[config.mk]
export PLATFORM = sky130hd
export DESIGN_NAME = bist_step
export DESIGN_NICKNAME = d
export VERILOG_FILES = /design/src/design/bist_decode.v /design/src/design/bist_step.v
export VERILOG_INCLUDE_DIRS = /design/src /design/src/design
export SDC_FILE = /design/constraint.sdc
export NUM_CORES = 1
export LEC_CHECK = 0
export ABC_CLOCK_PERIOD_IN_PS = 3300
export BUFFER_PORTS_ARGS = -buffer_cell sky130_fd_sc_hd__clkbuf_2
export CORE_AREA = 2 2 124 126
export CTS_CLUSTER_SIZE = 28
export DETAILED_ROUTE_END_ITERATION = 8
export DIE_AREA = 0 0 126 128
export PLACE_DENSITY = 0.88
export SYNTH_ARGS = -nofsm -noshare
export SYNTH_HDL_FRONTEND = slang
export SYNTH_SLANG_ARGS = --single-unit
[constraint.sdc]
create_clock -name sys_clk -period 3.3 [get_ports sys_clk]
set_input_delay 0.495 -clock sys_clk [delete_from_list [all_inputs] [get_ports sys_clk]]
set_output_delay 0.495 -clock sys_clk [all_outputs]
set_load 0.1 [all_outputs]
[src/design/bist_defines.vh]
`ifndef BIST_DEFINES_VH
`define BIST_DEFINES_VH

// ----------------------------------------
// Instruction encoding
// ----------------------------------------
`define BIST_W1_OPC       7'h1D
`define BIST_W1_OPC_HI    15
`define BIST_W1_OPC_LO    9
`define BIST_W1_WIDTH     8
`define BIST_SRC_HI       7
`define BIST_SRC_LO       4
`define BIST_W1_TAIL      4'h0
`define BIST_W2_HEAD      4'h0
`define BIST_CNT_HI       11
`define BIST_CNT_LO       8
`define BIST_DST_HI       7
`define BIST_DST_LO       4
`define BIST_W2_TAIL      4'h8
`define BIST_LONG_PREFIX  16'h7A02
`define BIST_LONG_W1_HI   8'h3B
`define BIST_FIELD_ZERO   4'h0

// ----------------------------------------
// Element sizes in bytes
// ----------------------------------------
`define BIST_STEP_BYTE    32'h0000_0001
`define BIST_STEP_WORD    32'h0000_0002
`define BIST_STEP_LONG    32'h0000_0004

// ----------------------------------------
// Element size codes
// ----------------------------------------
`define BIST_SZ_BYTE      2'h0
`define BIST_SZ_WORD      2'h1
`define BIST_SZ_LONG      2'h2

`endif

[src/design/bist_decode.v]
`timescale 1ns/1ps
`include "bist_defines.vh"
// Combinational decode of the instruction words
module bist_decode (
  // Instruction words
  input  wire [15:0] prefix_word,
  input  wire        prefix_valid,
  input  wire [15:0] first_word,
  input  wire [15:0] second_word,
  // Decoded fields
  output reg         legal,
  output reg  [1:0]  size_code,
  output wire [3:0]  src_sel,
  output wire [3:0]  dst_sel,
  output wire [3:0]  cnt_sel
);

  assign src_sel = first_word[`BIST_SRC_HI:`BIST_SRC_LO];
  assign dst_sel = second_word[`BIST_DST_HI:`BIST_DST_LO];
  assign cnt_sel = second_word[`BIST_CNT_HI:`BIST_CNT_LO];

  wire common_ok;
  assign common_ok = (first_word[3:0] == `BIST_W1_TAIL)
                  && (src_sel != `BIST_FIELD_ZERO)
                  && (second_word[15:12] == `BIST_W2_HEAD)
                  && (dst_sel != `BIST_FIELD_ZERO)
                  && (second_word[3:0] == `BIST_W2_TAIL);

  always @* begin
    legal     = 1'b0;
    size_code = `BIST_SZ_BYTE;
    if (prefix_valid) begin
      // Long form needs the prefix and a set width bit
      legal     = (prefix_word == `BIST_LONG_PREFIX)
               && (first_word[15:8] == `BIST_LONG_W1_HI) && common_ok;
      size_code = `BIST_SZ_LONG;
    end else begin
      legal = (first_word[`BIST_W1_OPC_HI:`BIST_W1_OPC_LO] == `BIST_W1_OPC)
           && common_ok;
      size_code = first_word[`BIST_W1_WIDTH] ? `BIST_SZ_WORD
                                             : `BIST_SZ_BYTE;
    end
  end

endmodule // bist_decode

[src/design/bist_step.v]
`timescale 1ns/1ps
`include "bist_defines.vh"
module bist_step (
  // Clock and reset
  input  wire        sys_clk,
  input  wire        rst,
  // Instruction issue
  input  wire        start,
  input  wire [15:0] prefix_word,
  input  wire        prefix_valid,
  input  wire [15:0] first_word,
  input  wire [15:0] second_word,
  input  wire        system_mode,
  // Register file operands and write-back
  input  wire [31:0] src_value,
  input  wire [31:0] dst_value,
  input  wire [15:0] cnt_value,
  output reg  [3:0]  src_sel_q,
  output reg  [3:0]  dst_sel_q,
  output reg  [3:0]  cnt_sel_q,
  output reg         dst_we_q,
  output reg  [31:0] dst_wdata_q,
  output reg         cnt_we_q,
  output reg  [15:0] cnt_wdata_q,
  // Flag logic
  output reg         ovf_we_q,
  output reg         ovf_q,
  // Port cycle
  output reg         io_req_q,
  output reg  [15:0] io_addr_q,
  output reg  [1:0]  io_size_q,
  input  wire        io_ack,
  input  wire [31:0] io_rdata,
  // Memory cycle
  output reg         mem_req_q,
  output reg  [31:0] mem_addr_q,
  output reg  [1:0]  mem_size_q,
  output reg  [31:0] mem_wdata_q,
  input  wire        mem_ack,
  // Completion
  output reg         done_q,
  output reg         priv_trap_q,
  output reg         illegal_q,
  output reg         busy_q
);

  // ----------------------------------------
  // States
  // ----------------------------------------
  localparam [4:0] ST_IDLE = 5'h01;
  localparam [4:0] ST_IO   = 5'h02;
  localparam [4:0] ST_MEM  = 5'h04;
  localparam [4:0] ST_UPD  = 5'h08;
  localparam [4:0] ST_FIN  = 5'h10;

  reg  [4:0]  state_q;
  reg  [1:0]  size_q;
  reg  [31:0] step_bytes;

  wire        legal;
  wire [1:0]  size_code;
  wire [3:0]  src_sel;
  wire [3:0]  dst_sel;
  wire [3:0]  cnt_sel;
  wire [15:0] cnt_next;

  bist_decode u_decode (
    .prefix_word  (prefix_word),
    .prefix_valid (prefix_valid),
    .first_word   (first_word),
    .second_word  (second_word),
    .legal        (legal),
    .size_code    (size_code),
    .src_sel      (src_sel),
    .dst_sel      (dst_sel),
    .cnt_sel      (cnt_sel)
  );

  always @* begin
    case (size_q)
      `BIST_SZ_WORD: step_bytes = `BIST_STEP_WORD;
      `BIST_SZ_LONG: step_bytes = `BIST_STEP_LONG;
      default:       step_bytes = `BIST_STEP_BYTE;
    endcase
  end

  assign cnt_next = cnt_value - 16'h0001;

  // ----------------------------------------
  // Sequencer
  // ----------------------------------------
  // Register file read ports follow the latched selects, so operands
  // are assumed valid one cycle after start.
  always @(posedge sys_clk) begin
    if (rst) begin
      state_q     <= ST_IDLE;
      size_q      <= `BIST_SZ_BYTE;
      src_sel_q   <= 4'h0;
      dst_sel_q   <= 4'h0;
      cnt_sel_q   <= 4'h0;
      dst_we_q    <= 1'b0;
      dst_wdata_q <= 32'h0000_0000;
      cnt_we_q    <= 1'b0;
      cnt_wdata_q <= 16'h0000;
      ovf_we_q    <= 1'b0;
      ovf_q       <= 1'b0;
      io_req_q    <= 1'b0;
      io_addr_q   <= 16'h0000;
      io_size_q   <= `BIST_SZ_BYTE;
      mem_req_q   <= 1'b0;
      mem_addr_q  <= 32'h0000_0000;
      mem_size_q  <= `BIST_SZ_BYTE;
      mem_wdata_q <= 32'h0000_0000;
      done_q      <= 1'b0;
      priv_trap_q <= 1'b0;
      illegal_q   <= 1'b0;
      busy_q      <= 1'b0;
    end else begin
      done_q      <= 1'b0;
      priv_trap_q <= 1'b0;
      illegal_q   <= 1'b0;
      dst_we_q    <= 1'b0;
      cnt_we_q    <= 1'b0;
      ovf_we_q    <= 1'b0;
      case (state_q)
        ST_IDLE: begin
          if (start) begin
            if (!legal) begin
              illegal_q <= 1'b1;
            end else if (!system_mode) begin
              priv_trap_q <= 1'b1;
            end else begin
              src_sel_q <= src_sel;
              dst_sel_q <= dst_sel;
              cnt_sel_q <= cnt_sel;
              size_q    <= size_code;
              busy_q    <= 1'b1;
              state_q   <= ST_IO;
            end
          end
        end
        ST_IO: begin
          if (!io_req_q) begin
            io_req_q  <= 1'b1;
            io_addr_q <= src_value[15:0];
            io_size_q <= size_q;
          end else if (io_ack) begin
            io_req_q    <= 1'b0;
            mem_req_q   <= 1'b1;
            mem_addr_q  <= dst_value;
            mem_size_q  <= size_q;
            mem_wdata_q <= io_rdata;
            state_q     <= ST_MEM;
          end
        end
        ST_MEM: begin
          if (mem_ack) begin
            mem_req_q <= 1'b0;
            state_q   <= ST_UPD;
          end
        end
        ST_UPD: begin
          // Source register has no write port here
          dst_we_q    <= 1'b1;
          dst_wdata_q <= dst_value + step_bytes;
          cnt_we_q    <= 1'b1;
          cnt_wdata_q <= cnt_next;
          ovf_we_q    <= 1'b1;
          ovf_q       <= (cnt_next == 16'h0000);
          state_q     <= ST_FIN;
        end
        ST_FIN: begin
          // Single transfer, never loops back
          done_q  <= 1'b1;
          busy_q  <= 1'b0;
          state_q <= ST_IDLE;
        end
        default: begin
          state_q <= ST_IDLE;
        end
      endcase
    end
  end

endmodule // bist_step

**Word level (Yosys, flattened, before mapping)**

Cells that the tools add are included.

- Divide/modulo/power cells: 0
- Reduce and logical (&&, ||, !) cells: 22
- $add $sub $neg: 2
- Equal/unequal tests: 17
- Shift operators: 0
- Multipliers: 0
- Magnitude comparators: 0
- Bitwise gates (word level): 4
- Mux-type cells: 25

Operators by type and width:

| cell | number |
|---|---|
| $add 32x32->32 | 1 |
| $mux 5 | 6 |
| $pmux 5 s4 | 1 |
| $eq 16x15->1 const B | 1 |
| $logic_not 16->1 | 1 |
| $sub 16x1->16 const B | 1 |
| $mux 1 | 14 |
| $ne 2x2->1 const B | 6 |
| $reduce_and 4->1 | 3 |
| $eq 8x6->1 const B | 1 |
| $logic_not 4->1 | 2 |
| $reduce_bool 4->1 | 2 |
| $eq 7x5->1 const B | 1 |
| $logic_and 1x1->1 | 7 |
| $pmux 3 s2 | 1 |
| $reduce_and 6->1 | 1 |
| $eq 5x1->1 const B | 1 |
| $eq 5x2->1 const B | 1 |
| $eq 5x3->1 const B | 1 |
| $eq 5x4->1 const B | 1 |
| $eq 5x5->1 const B | 1 |
| $eq 4x4->1 const B | 1 |
| $not 1->1 | 4 |
| $pmux 1 s2 | 2 |
| other kinds (8) | 9 |

- Input port bits: 167
- Flip-flop bits (word level): 159
- Bits in writable memories: 0
- Latch bits: 0
- Output and inout port bits: 154
- Memories kept: 0
- Logic and storage cells: 90
- ROM bits: 0

**Longest topological paths before layout**

Gate-level depths: netlist (run 1).

- Word-level depth: 10
- Depth in mapped cells: 10
- Depth with buffers taken out: 10

**Modules after synthesis**

Synthesis (run 1) repeated with hierarchy kept, for this count alone.

- Cell total of the unflattened synthesis: 832
- Area, all modules: 6747.7 um2

By module, submodules not included:

| module | cells each | seq. area each (um2) | area each (um2) | instances |
|---|---|---|---|---|
| bist_step | 802 | 3183.1 | 6506.2 | 1 |
| bist_decode | 30 | 0.0 | 241.5 | 1 |

**Worst setup path before layout (run 1)**

Ideal clock, no wire load.

- Kind: reg2reg
- Start point: register size_q[0]
- End point: register dst_wdata_q[20]
- Data required time: 3.214 ns
- Period minus slack after synthesis: 2.404 ns
- Setup time: 0.086 ns
- Cell stages (with the launch flop): 11
- Arrival: 2.319 ns
- Setup slack: 0.896 ns
- Path buffers: 0
- Path through: dfxtp_1 -> inv_1 -> ha_1 -> ha_1 -> inv_1 -> fa_1 -> nor2b_1 -> o211ai_1 -> nor3_1 -> xnor2_1 -> a211oi_1

- Longest elaborated chain between the ends: 3
- Elaborated cells between the ends (all ways): 4
- Those cells by class: add/sub: 1; eq/ne: 2; mux: 1

RTL lines:

| item | line | RTL |
|---|---|---|
| start: declaration | bist_step.v:57 | `reg [1:0] size_q;` |
| start signal: assignment | bist_step.v:97 | `` size_q <= `BIST_SZ_BYTE; `` |
| start signal: assignment | bist_step.v:136 | `size_q <= size_code;` |
| $eq 2x2->1 / $eq 2x1->1 (equally long branches) | bist_step.v:80 | `case (size_q)` |
| $pmux 3 s2 * | bist_step.v:80 |  |
| $add 32x32->32 * | bist_step.v:165 | `dst_wdata_q <= dst_value + step_bytes;` |
| end signal: assignment | bist_step.v:165 |  |
| end: declaration | bist_step.v:22 | `output reg [31:0] dst_wdata_q,` |

Mark *: on every way between the ends. The rest lies on a longest branch, timed or not.
A chain may end at the register's enable or synchronous reset.

**Worst setup path after layout (run 1)**

- Start point: register size_q[0]
- End point: register dst_wdata_q[22]

Same word-level chain as after synthesis.

==> results.cfg, run 1 <==
[timing]
slew_headroom_pct = 41.4
holdWs_ns = 0.245
finClkSkew_ns = 0.00976
period_share_pct = 81.3
finalCriticalPeriod_ns = 2.68
grt_setup_unrepaired = no
max_freq_ghz = 0.373
drv_slew = 0
setup_viol = 0
final_hold_viol_count = 0
tns_ns = 0
tightest_slew_ns = 0.879

[synthesis]
synth.area.top_cells = dfxtp_1, nand2_1, a21oi_1
synth_nets = 1008
syn_area_per_cell_um2 = 8.25
synthArstFlopShare_pct = 0
syn-cell-area_um2 = 6870
synth_top_cell_area_share_pct = 46.3
ys_warn_count = 0
ys_ff_latch = 159
yosysTopAreaCell = dfxtp_1
ys_seq_area_share_pct = 46.3
synth_edf_count = 0
ys.flop_type = dfxtp_1
ys_types = 53
synthCells = 833

[worst_setup_path]
critPathRequiredTime_ns = 3.62
endpoint_kind = flip-flop
cp-start-kind = flip-flop
arrival_ns = 3.01
crit_type = flip-flop to flip-flop
path_max_fanout = 7

[cells_and_area]
drive_gt1_share_pct = 31.8
fillers = 1308
final_area_um2 = 9110
area.growth.synth_to_final_pct = 32.5
fin_nets = 1283
final_core_util_pct = 61.3
diodes = 0

[min_path]
hp-class = primary input to flip-flop

[floorplan]
io_pins = 321
rows = 45
chipWidth_um = 126
die_area_um2 = 16100
die_y_um = 128
start_util_pct = 46.2
core_um2 = 14900

[clock_tree]
clk_latency_ns = 0.42
cts_resized = 0
h-tree-depth = 4
hold_buffers = 0
clk_pin_slew_ns = 0.06
cts_buffer_depth = 2
clock_sinks = 159
cts_setup_buffers = 0
cts-root-buf = clkbuf_16
cts_buffers = 17
cts_tree = built

[global_routing]
grt_max_degree = 70
gr-total-overflow = 0
grt_pass1_vias = 6415
grt_pass1_wl_um = 31200
grt_usage_pct = 23.9
antenna_found_initial = 0

[power]
pwr-share-comb_pct = 6.0
intPower_uw = 3180
clock_power_share_pct = 47.7
irDropWorstVdd_mv = 0.395
sequentialPowerShare_pct = 46.3
powerDensity_nw_per_um2 = 455
switching_share_pct = 23.3
p_leak_uw = 0.00380
power.switching_uw = 964

[detailed_routing]
wl_per_cell_um = 14.8
drcViolationCount = 0
dr.pass1.iters = 8
vias_per_cell = 5.20
drtIter0Drc = 487
vias = 6803
routed_wl_um = 19400
ant_nets = 0

[job]
drv_cap = 0

[run_status]
status = finished clean

[placement]
io_buffers = 304
post-dp-hpwl_um = 14300
place_congestion = 0.825
placed_cell_area_um2 = 8510
worst max-delay path, stage by stage, from the launching register on:
cell and delay (ns):
dfxtp_1 0.41, inv_1 0.07, ha_1 0.28, ha_1 0.15, inv_1 0.05, fa_1 0.40
nor2b_1 0.13, buf_4 0.17, o211ai_1 0.26, nor3_1 0.33, xnor2_1 0.09, a211oi_1 0.25
cell families after synthesis:
kind of cell	Yosys count	synth area share [%]
simple gates	383	26.3
flops	159	46.3
compound gates	156	14.0
buf+inv	69	4.13
xor+xnor	44	5.61
mux	14	2.04
fa+ha+maj	8	1.57
power by group through the flow:
stage	Clock [uW]	Sequential, uW	Combinational (uW)
floorplan	0	1970	101
global placement	0	1960	242
detailed placement	0	1960	246
CTS	2010	1920	247
global route	2100	1920	274
finish	1980	1920	248
through the flow:
| step | total power (uW) | worst slack, ns | cells |
|---|---|---|---|
| 3_3_place_gp | 2200 | 0.716 | 1277 |
| 3_5_place_dp | 2210 | 0.631 | 1277 |
| 6_report | 4140 | 0.616 | 1309 |
| 2_1_floorplan | 2070 | 0.896 | 833 |
| 5_1_grt | 4290 | 0.353 | 1309 |
| 4_1_cts | 4170 | 0.617 | 1309 |
path summary, 6_finish.rpt:
check                                   start                           end  slack [ns]  cells past startpoint
setup / recovery       size_q[0]$_SDFFE_PP0P_  dst_wdata_q[22]$_SDFFE_PP0P_        0.62                     11
hold / removal                    system_mode        priv_trap_q$_SDFF_PP0_        0.25                      2
setup reg to reg       size_q[0]$_SDFFE_PP0P_  dst_wdata_q[22]$_SDFFE_PP0P_        0.62                     11
hold reg to reg   dst_wdata_q[2]$_SDFFE_PP0P_   dst_wdata_q[2]$_SDFFE_PP0P_        0.45                      2
cell usage in the layout (no fill, tap or decap), types with 3 or more instances in the layout:
cell        count
o21ai_0         5
nor2_1         68
inv_1          12
xor2_1         21
o2111ai_1       4
buf_12          3
xnor2_1        23
nand3_1        13
buf_4           7
nand3b_1        7
nor3_1         16
a21oi_1        88
clkbuf_16      17
ha_1            7
a211oi_1       45
nand4_1         9
and3_1          5
and4_1          6
and2_1          5
clkbuf_2      303
clkinvlp_4      3
mux2i_1        14
inv_8           3
nor4_1          7
nand2b_1       28
dfxtp_1       159
clkinv_2        3
nand2_1       196
cells in the mapped netlist (2+ instances only):
master / count
nand2_1: 196
nand3b_1: 7
buf_4: 3
nand4_1: 9
buf_1: 4
clkbuf_1: 44
dfxtp_1: 159
nor2_1: 69
mux2i_1: 14
or4b_1: 2
and3_1: 6
a211oi_2: 2
and4_1: 6
xor2_1: 21
a211oi_1: 45
nor4bb_1: 2
and2_1: 5
nand3_1: 14
ha_1: 7
o2111ai_1: 4
o211ai_1: 2
and3b_1: 2
buf_2: 5
nand2b_1: 28
o31ai_1: 2
xnor2_1: 23
inv_1: 12
a21oi_1: 88
a311oi_1: 2
nor4_1: 7
o21ai_0: 5
nor3_1: 16
nor2b_1: 2
flip-flops by register name, indices dropped and copies added, names as in the netlist:
name,count
done_q,1
io_req_q,1
size_q,2
busy_q,1
mem_req_q,1
illegal_q,1
dst_wdata_q,32
mem_size_q,2
state_q,5
src_sel_q,4
ovf_we_q,1
cnt_sel_q,4
cnt_wdata_q,16
mem_wdata_q,32
io_addr_q,16
io_size_q,2
dst_sel_q,4
ovf_q,1
mem_addr_q,32
priv_trap_q,1
per-layer routing:
metal	up-vias	GRT usage (%)	part of all wire, %
li1	3389	-	-
met2	236	40.7	49
met3	37	5.43	6.2
met1	3141	29.4	42
met5	-	0	0
met4	0	9.44	2.5
final cells by class:
type                    instances  area (um2)  area share, %
repair buffers                313        1630           17.9
multi-input cells             605        3420           37.5
clock buffers                  18         439           4.82
inverters                      12        45.0          0.495
clock inverters                14         158           1.73
flip-flops and latches        159        3180           35.0
well taps                     188         235           2.58
No activity file was read; power rests on OpenSTA's default activity.
==> inputs of run 2 (changes only) <==
--- a/config.mk
+++ b/config.mk
@@ -6,7 +6,7 @@
 export SDC_FILE = /design/constraint.sdc
 export NUM_CORES = 1
 export LEC_CHECK = 0
-export ABC_CLOCK_PERIOD_IN_PS = 3300
+export ABC_CLOCK_PERIOD_IN_PS = 2700
 export BUFFER_PORTS_ARGS = -buffer_cell sky130_fd_sc_hd__clkbuf_2
 export CORE_AREA = 2 2 124 126
 export CTS_CLUSTER_SIZE = 28
==> constraint.sdc (replaced) <==
create_clock -name sys_clk -period 2.7 [get_ports sys_clk]
set_input_delay 0.405 -clock sys_clk [delete_from_list [all_inputs] [get_ports sys_clk]]
set_output_delay 0.405 -clock sys_clk [all_outputs]
set_load 0.1 [all_outputs]
==> run 2 against run 1 <==
  * Utilization up 0.12 points
  * Design area up 0.19%
  * Count of clock-buffer cells in the layout down 1
  * Cell count up 0.38%
  * Clock skew up 0.0080 ns
  * Flip-flop and latch count unchanged
  * Largest power group unchanged
  * Largest cell class unchanged
  * Wire length up 1.3%
  * Highest routed layer unchanged
==> results.cfg, run 2 (synthesis results as in run 1) <==
[run_status]
status = finished clean

[detailed_routing]
vias = 6815
dr.pass1.iters = 5
drtIter0Drc = 423
ant_nets = 0
met1_length_um = 8180
vias_per_cell = 5.19
routed_wl_um = 19600
route.met3.wl_um = 1260
dr_wl_met2_um = 9570
drcViolationCount = 0
wl_per_cell_um = 14.9
top_layer_used = met4

[timing]
setup_viol = 0
slew_headroom_pct = 31.6
max_freq_ghz = 0.389
tightest_slew_ns = 1.03
finClkSkew_ns = 0.0177
finalCriticalPeriod_ns = 2.57
final_hold_viol_count = 0
period_share_pct = 95.3
drv_slew = 0

[worst_setup_path]
crit_type = flip-flop to flip-flop
path_max_fanout = 7
r2r_start = size_q[0]$_SDFFE_PP0P_
arrival_ns = 2.88
critPathRequiredTime_ns = 3.01
cp-start-kind = flip-flop
r2r-end = dst_wdata_q[30]$_SDFFE_PP0P_
worst-r2r-cell-count = 11
endpoint_kind = flip-flop
rrSetupSlack_ns = 0.13

[floorplan]
rows = 45
chipWidth_um = 126
core_um2 = 14900
die_y_um = 128
die_area_um2 = 16100
start_util_pct = 46.2
io_pins = 321

[cells_and_area]
final_core_util_pct = 61.4
fin_nets = 1287
final_common_cell = clkbuf_2
ff_latch_area_um2 = 3180
multi_input_area_um2 = 3430
area.growth.synth_to_final_pct = 32.8
drive_gt1_share_pct = 32.3
final_cell_mix = clkbuf_2, nand2_1, dfxtp_1, a21oi_1, nor2_1
biggestRegsByFlops = dst_wdata_q (32), mem_addr_q (32), mem_wdata_q (32)
fillers = 1297

[global_routing]
grt_max_degree = 108
grt_pass1_vias = 6370
gr-total-overflow = 0
antenna_found_initial = 1
grt_pass1_wl_um = 31300
grt_usage_pct = 23.9

[power]
switching_share_pct = 23.5
intPower_uw = 3860
clock_power_share_pct = 47.4
p_leak_uw = 0.00380
p_total_uw = 5040
power.switching_uw = 1180
irDropWorstVdd_mv = 0.378
sequentialPowerShare_pct = 46.5
powerDensity_nw_per_um2 = 552
pwr-share-comb_pct = 6.1

[clock_tree]
hold_buffers = 0
cts_tree = built
clk_pin_slew_ns = 0.07
h-tree-depth = 4
clk_latency_ns = 0.42
clock_sinks = 159
cts_buffer_depth = 2
cts_buffers = 17
cts-root-buf = clkbuf_16

[placement]
post-dp-hpwl_um = 14300
io_buffers = 304
place_congestion = 0.827

[min_path]
hold-path-endpoint = priv_trap_q$_SDFF_PP0_
min_path_cells = 2
hold_start = system_mode
hp-class = primary input to flip-flop

[job]
drv_cap = 0
[run 2: changes by cell type in the layout (fill, tap and decap cells not counted)]
cell      before  now
nor3_1        16   14
clkbuf_8       1    0
buf_4          7   12
inv_8          3    0
buf_12         3    2
inv_6          1    5
nor3_2         0    2
diode_2        0    1
[run 2: worst max-delay path by stage]
stage,startpoint,to,cells after the start
2_1_floorplan,size_q[0]$_SDFFE_PP0P_,dst_wdata_q[20]$_SDFFE_PP0P_,10
3_3_place_gp,size_q[0]$_SDFFE_PP0P_,dst_wdata_q[30]$_SDFFE_PP0P_,10
3_5_place_dp,size_q[0]$_SDFFE_PP0P_,dst_wdata_q[30]$_SDFFE_PP0P_,10
4_1_cts,size_q[0]$_SDFFE_PP0P_,dst_wdata_q[30]$_SDFFE_PP0P_,10
5_1_grt,size_q[0]$_SDFFE_PP0P_,dst_wdata_q[26]$_SDFFE_PP0P_,11
6_report,size_q[0]$_SDFFE_PP0P_,dst_wdata_q[30]$_SDFFE_PP0P_,11
[run 2: critical path, stage by stage (launching register included)]
cell	delay (ns)
dfxtp_1	0.41
inv_1	0.07
ha_1	0.27
ha_1	0.15
inv_1	0.05
fa_1	0.40
nor2b_1	0.19
o211ai_1	0.12
buf_4	0.20
nor3_1	0.23
xnor2_1	0.11
a211oi_1	0.28
[run 2: power groups by stage]
stage,Combinational [uW],Clock [uW],Sequential (uW)
2_1_floorplan,123,0,2400
3_3_place_gp,296,0,2400
3_5_place_dp,301,0,2400
4_1_cts,303,2420,2350
5_1_grt,335,2540,2340
6_report,306,2390,2350
[run 2: layout make-up]
| class | instances | share of cell area [%] |
|---|---|---|
| Clock buffer | 17 | 4.66 |
| Timing Repair Buffer | 317 | 18.0 |
| Clock inverter | 15 | 1.74 |
| Sequential cell | 159 | 34.9 |
| Inverter | 12 | 0.494 |
| Tap cell | 188 | 2.58 |
| Antenna cell | 1 | 0.0274 |
| Multi-Input combinational cell | 605 | 37.6 |
[run 2: metal layers]
layer	vias up	track usage (%)
met5	-	0
li1	3407	-
met4	0	10.2
met1	3100	29.5
met2	258	40.1
met3	50	5.84
[run 2: timing repair]
action | CTS | global route
setup buffers | 0 | 1
setup endpoints to repair | 0 | 7
gates resized for setup | 0 | 2
[run 2: stage by stage]
stage / std cells / hold slack (ns) / TNS, ns / worst slack (ns) / area [um2]
floorplan: 833 / 0.474 / 0 / 0.296 / 6870
global placement: 1280 / 0.440 / 0 / 0.199 / 8520
detailed placement: 1280 / 0.446 / 0 / 0.0652 / 8520
CTS: 1312 / 0.155 / 0 / 0.0515 / 9100
global route: 1313 / 0.154 / -0.00253 / -0.00253 / 9120
finish: 1314 / 0.174 / 0 / 0.126 / 9120
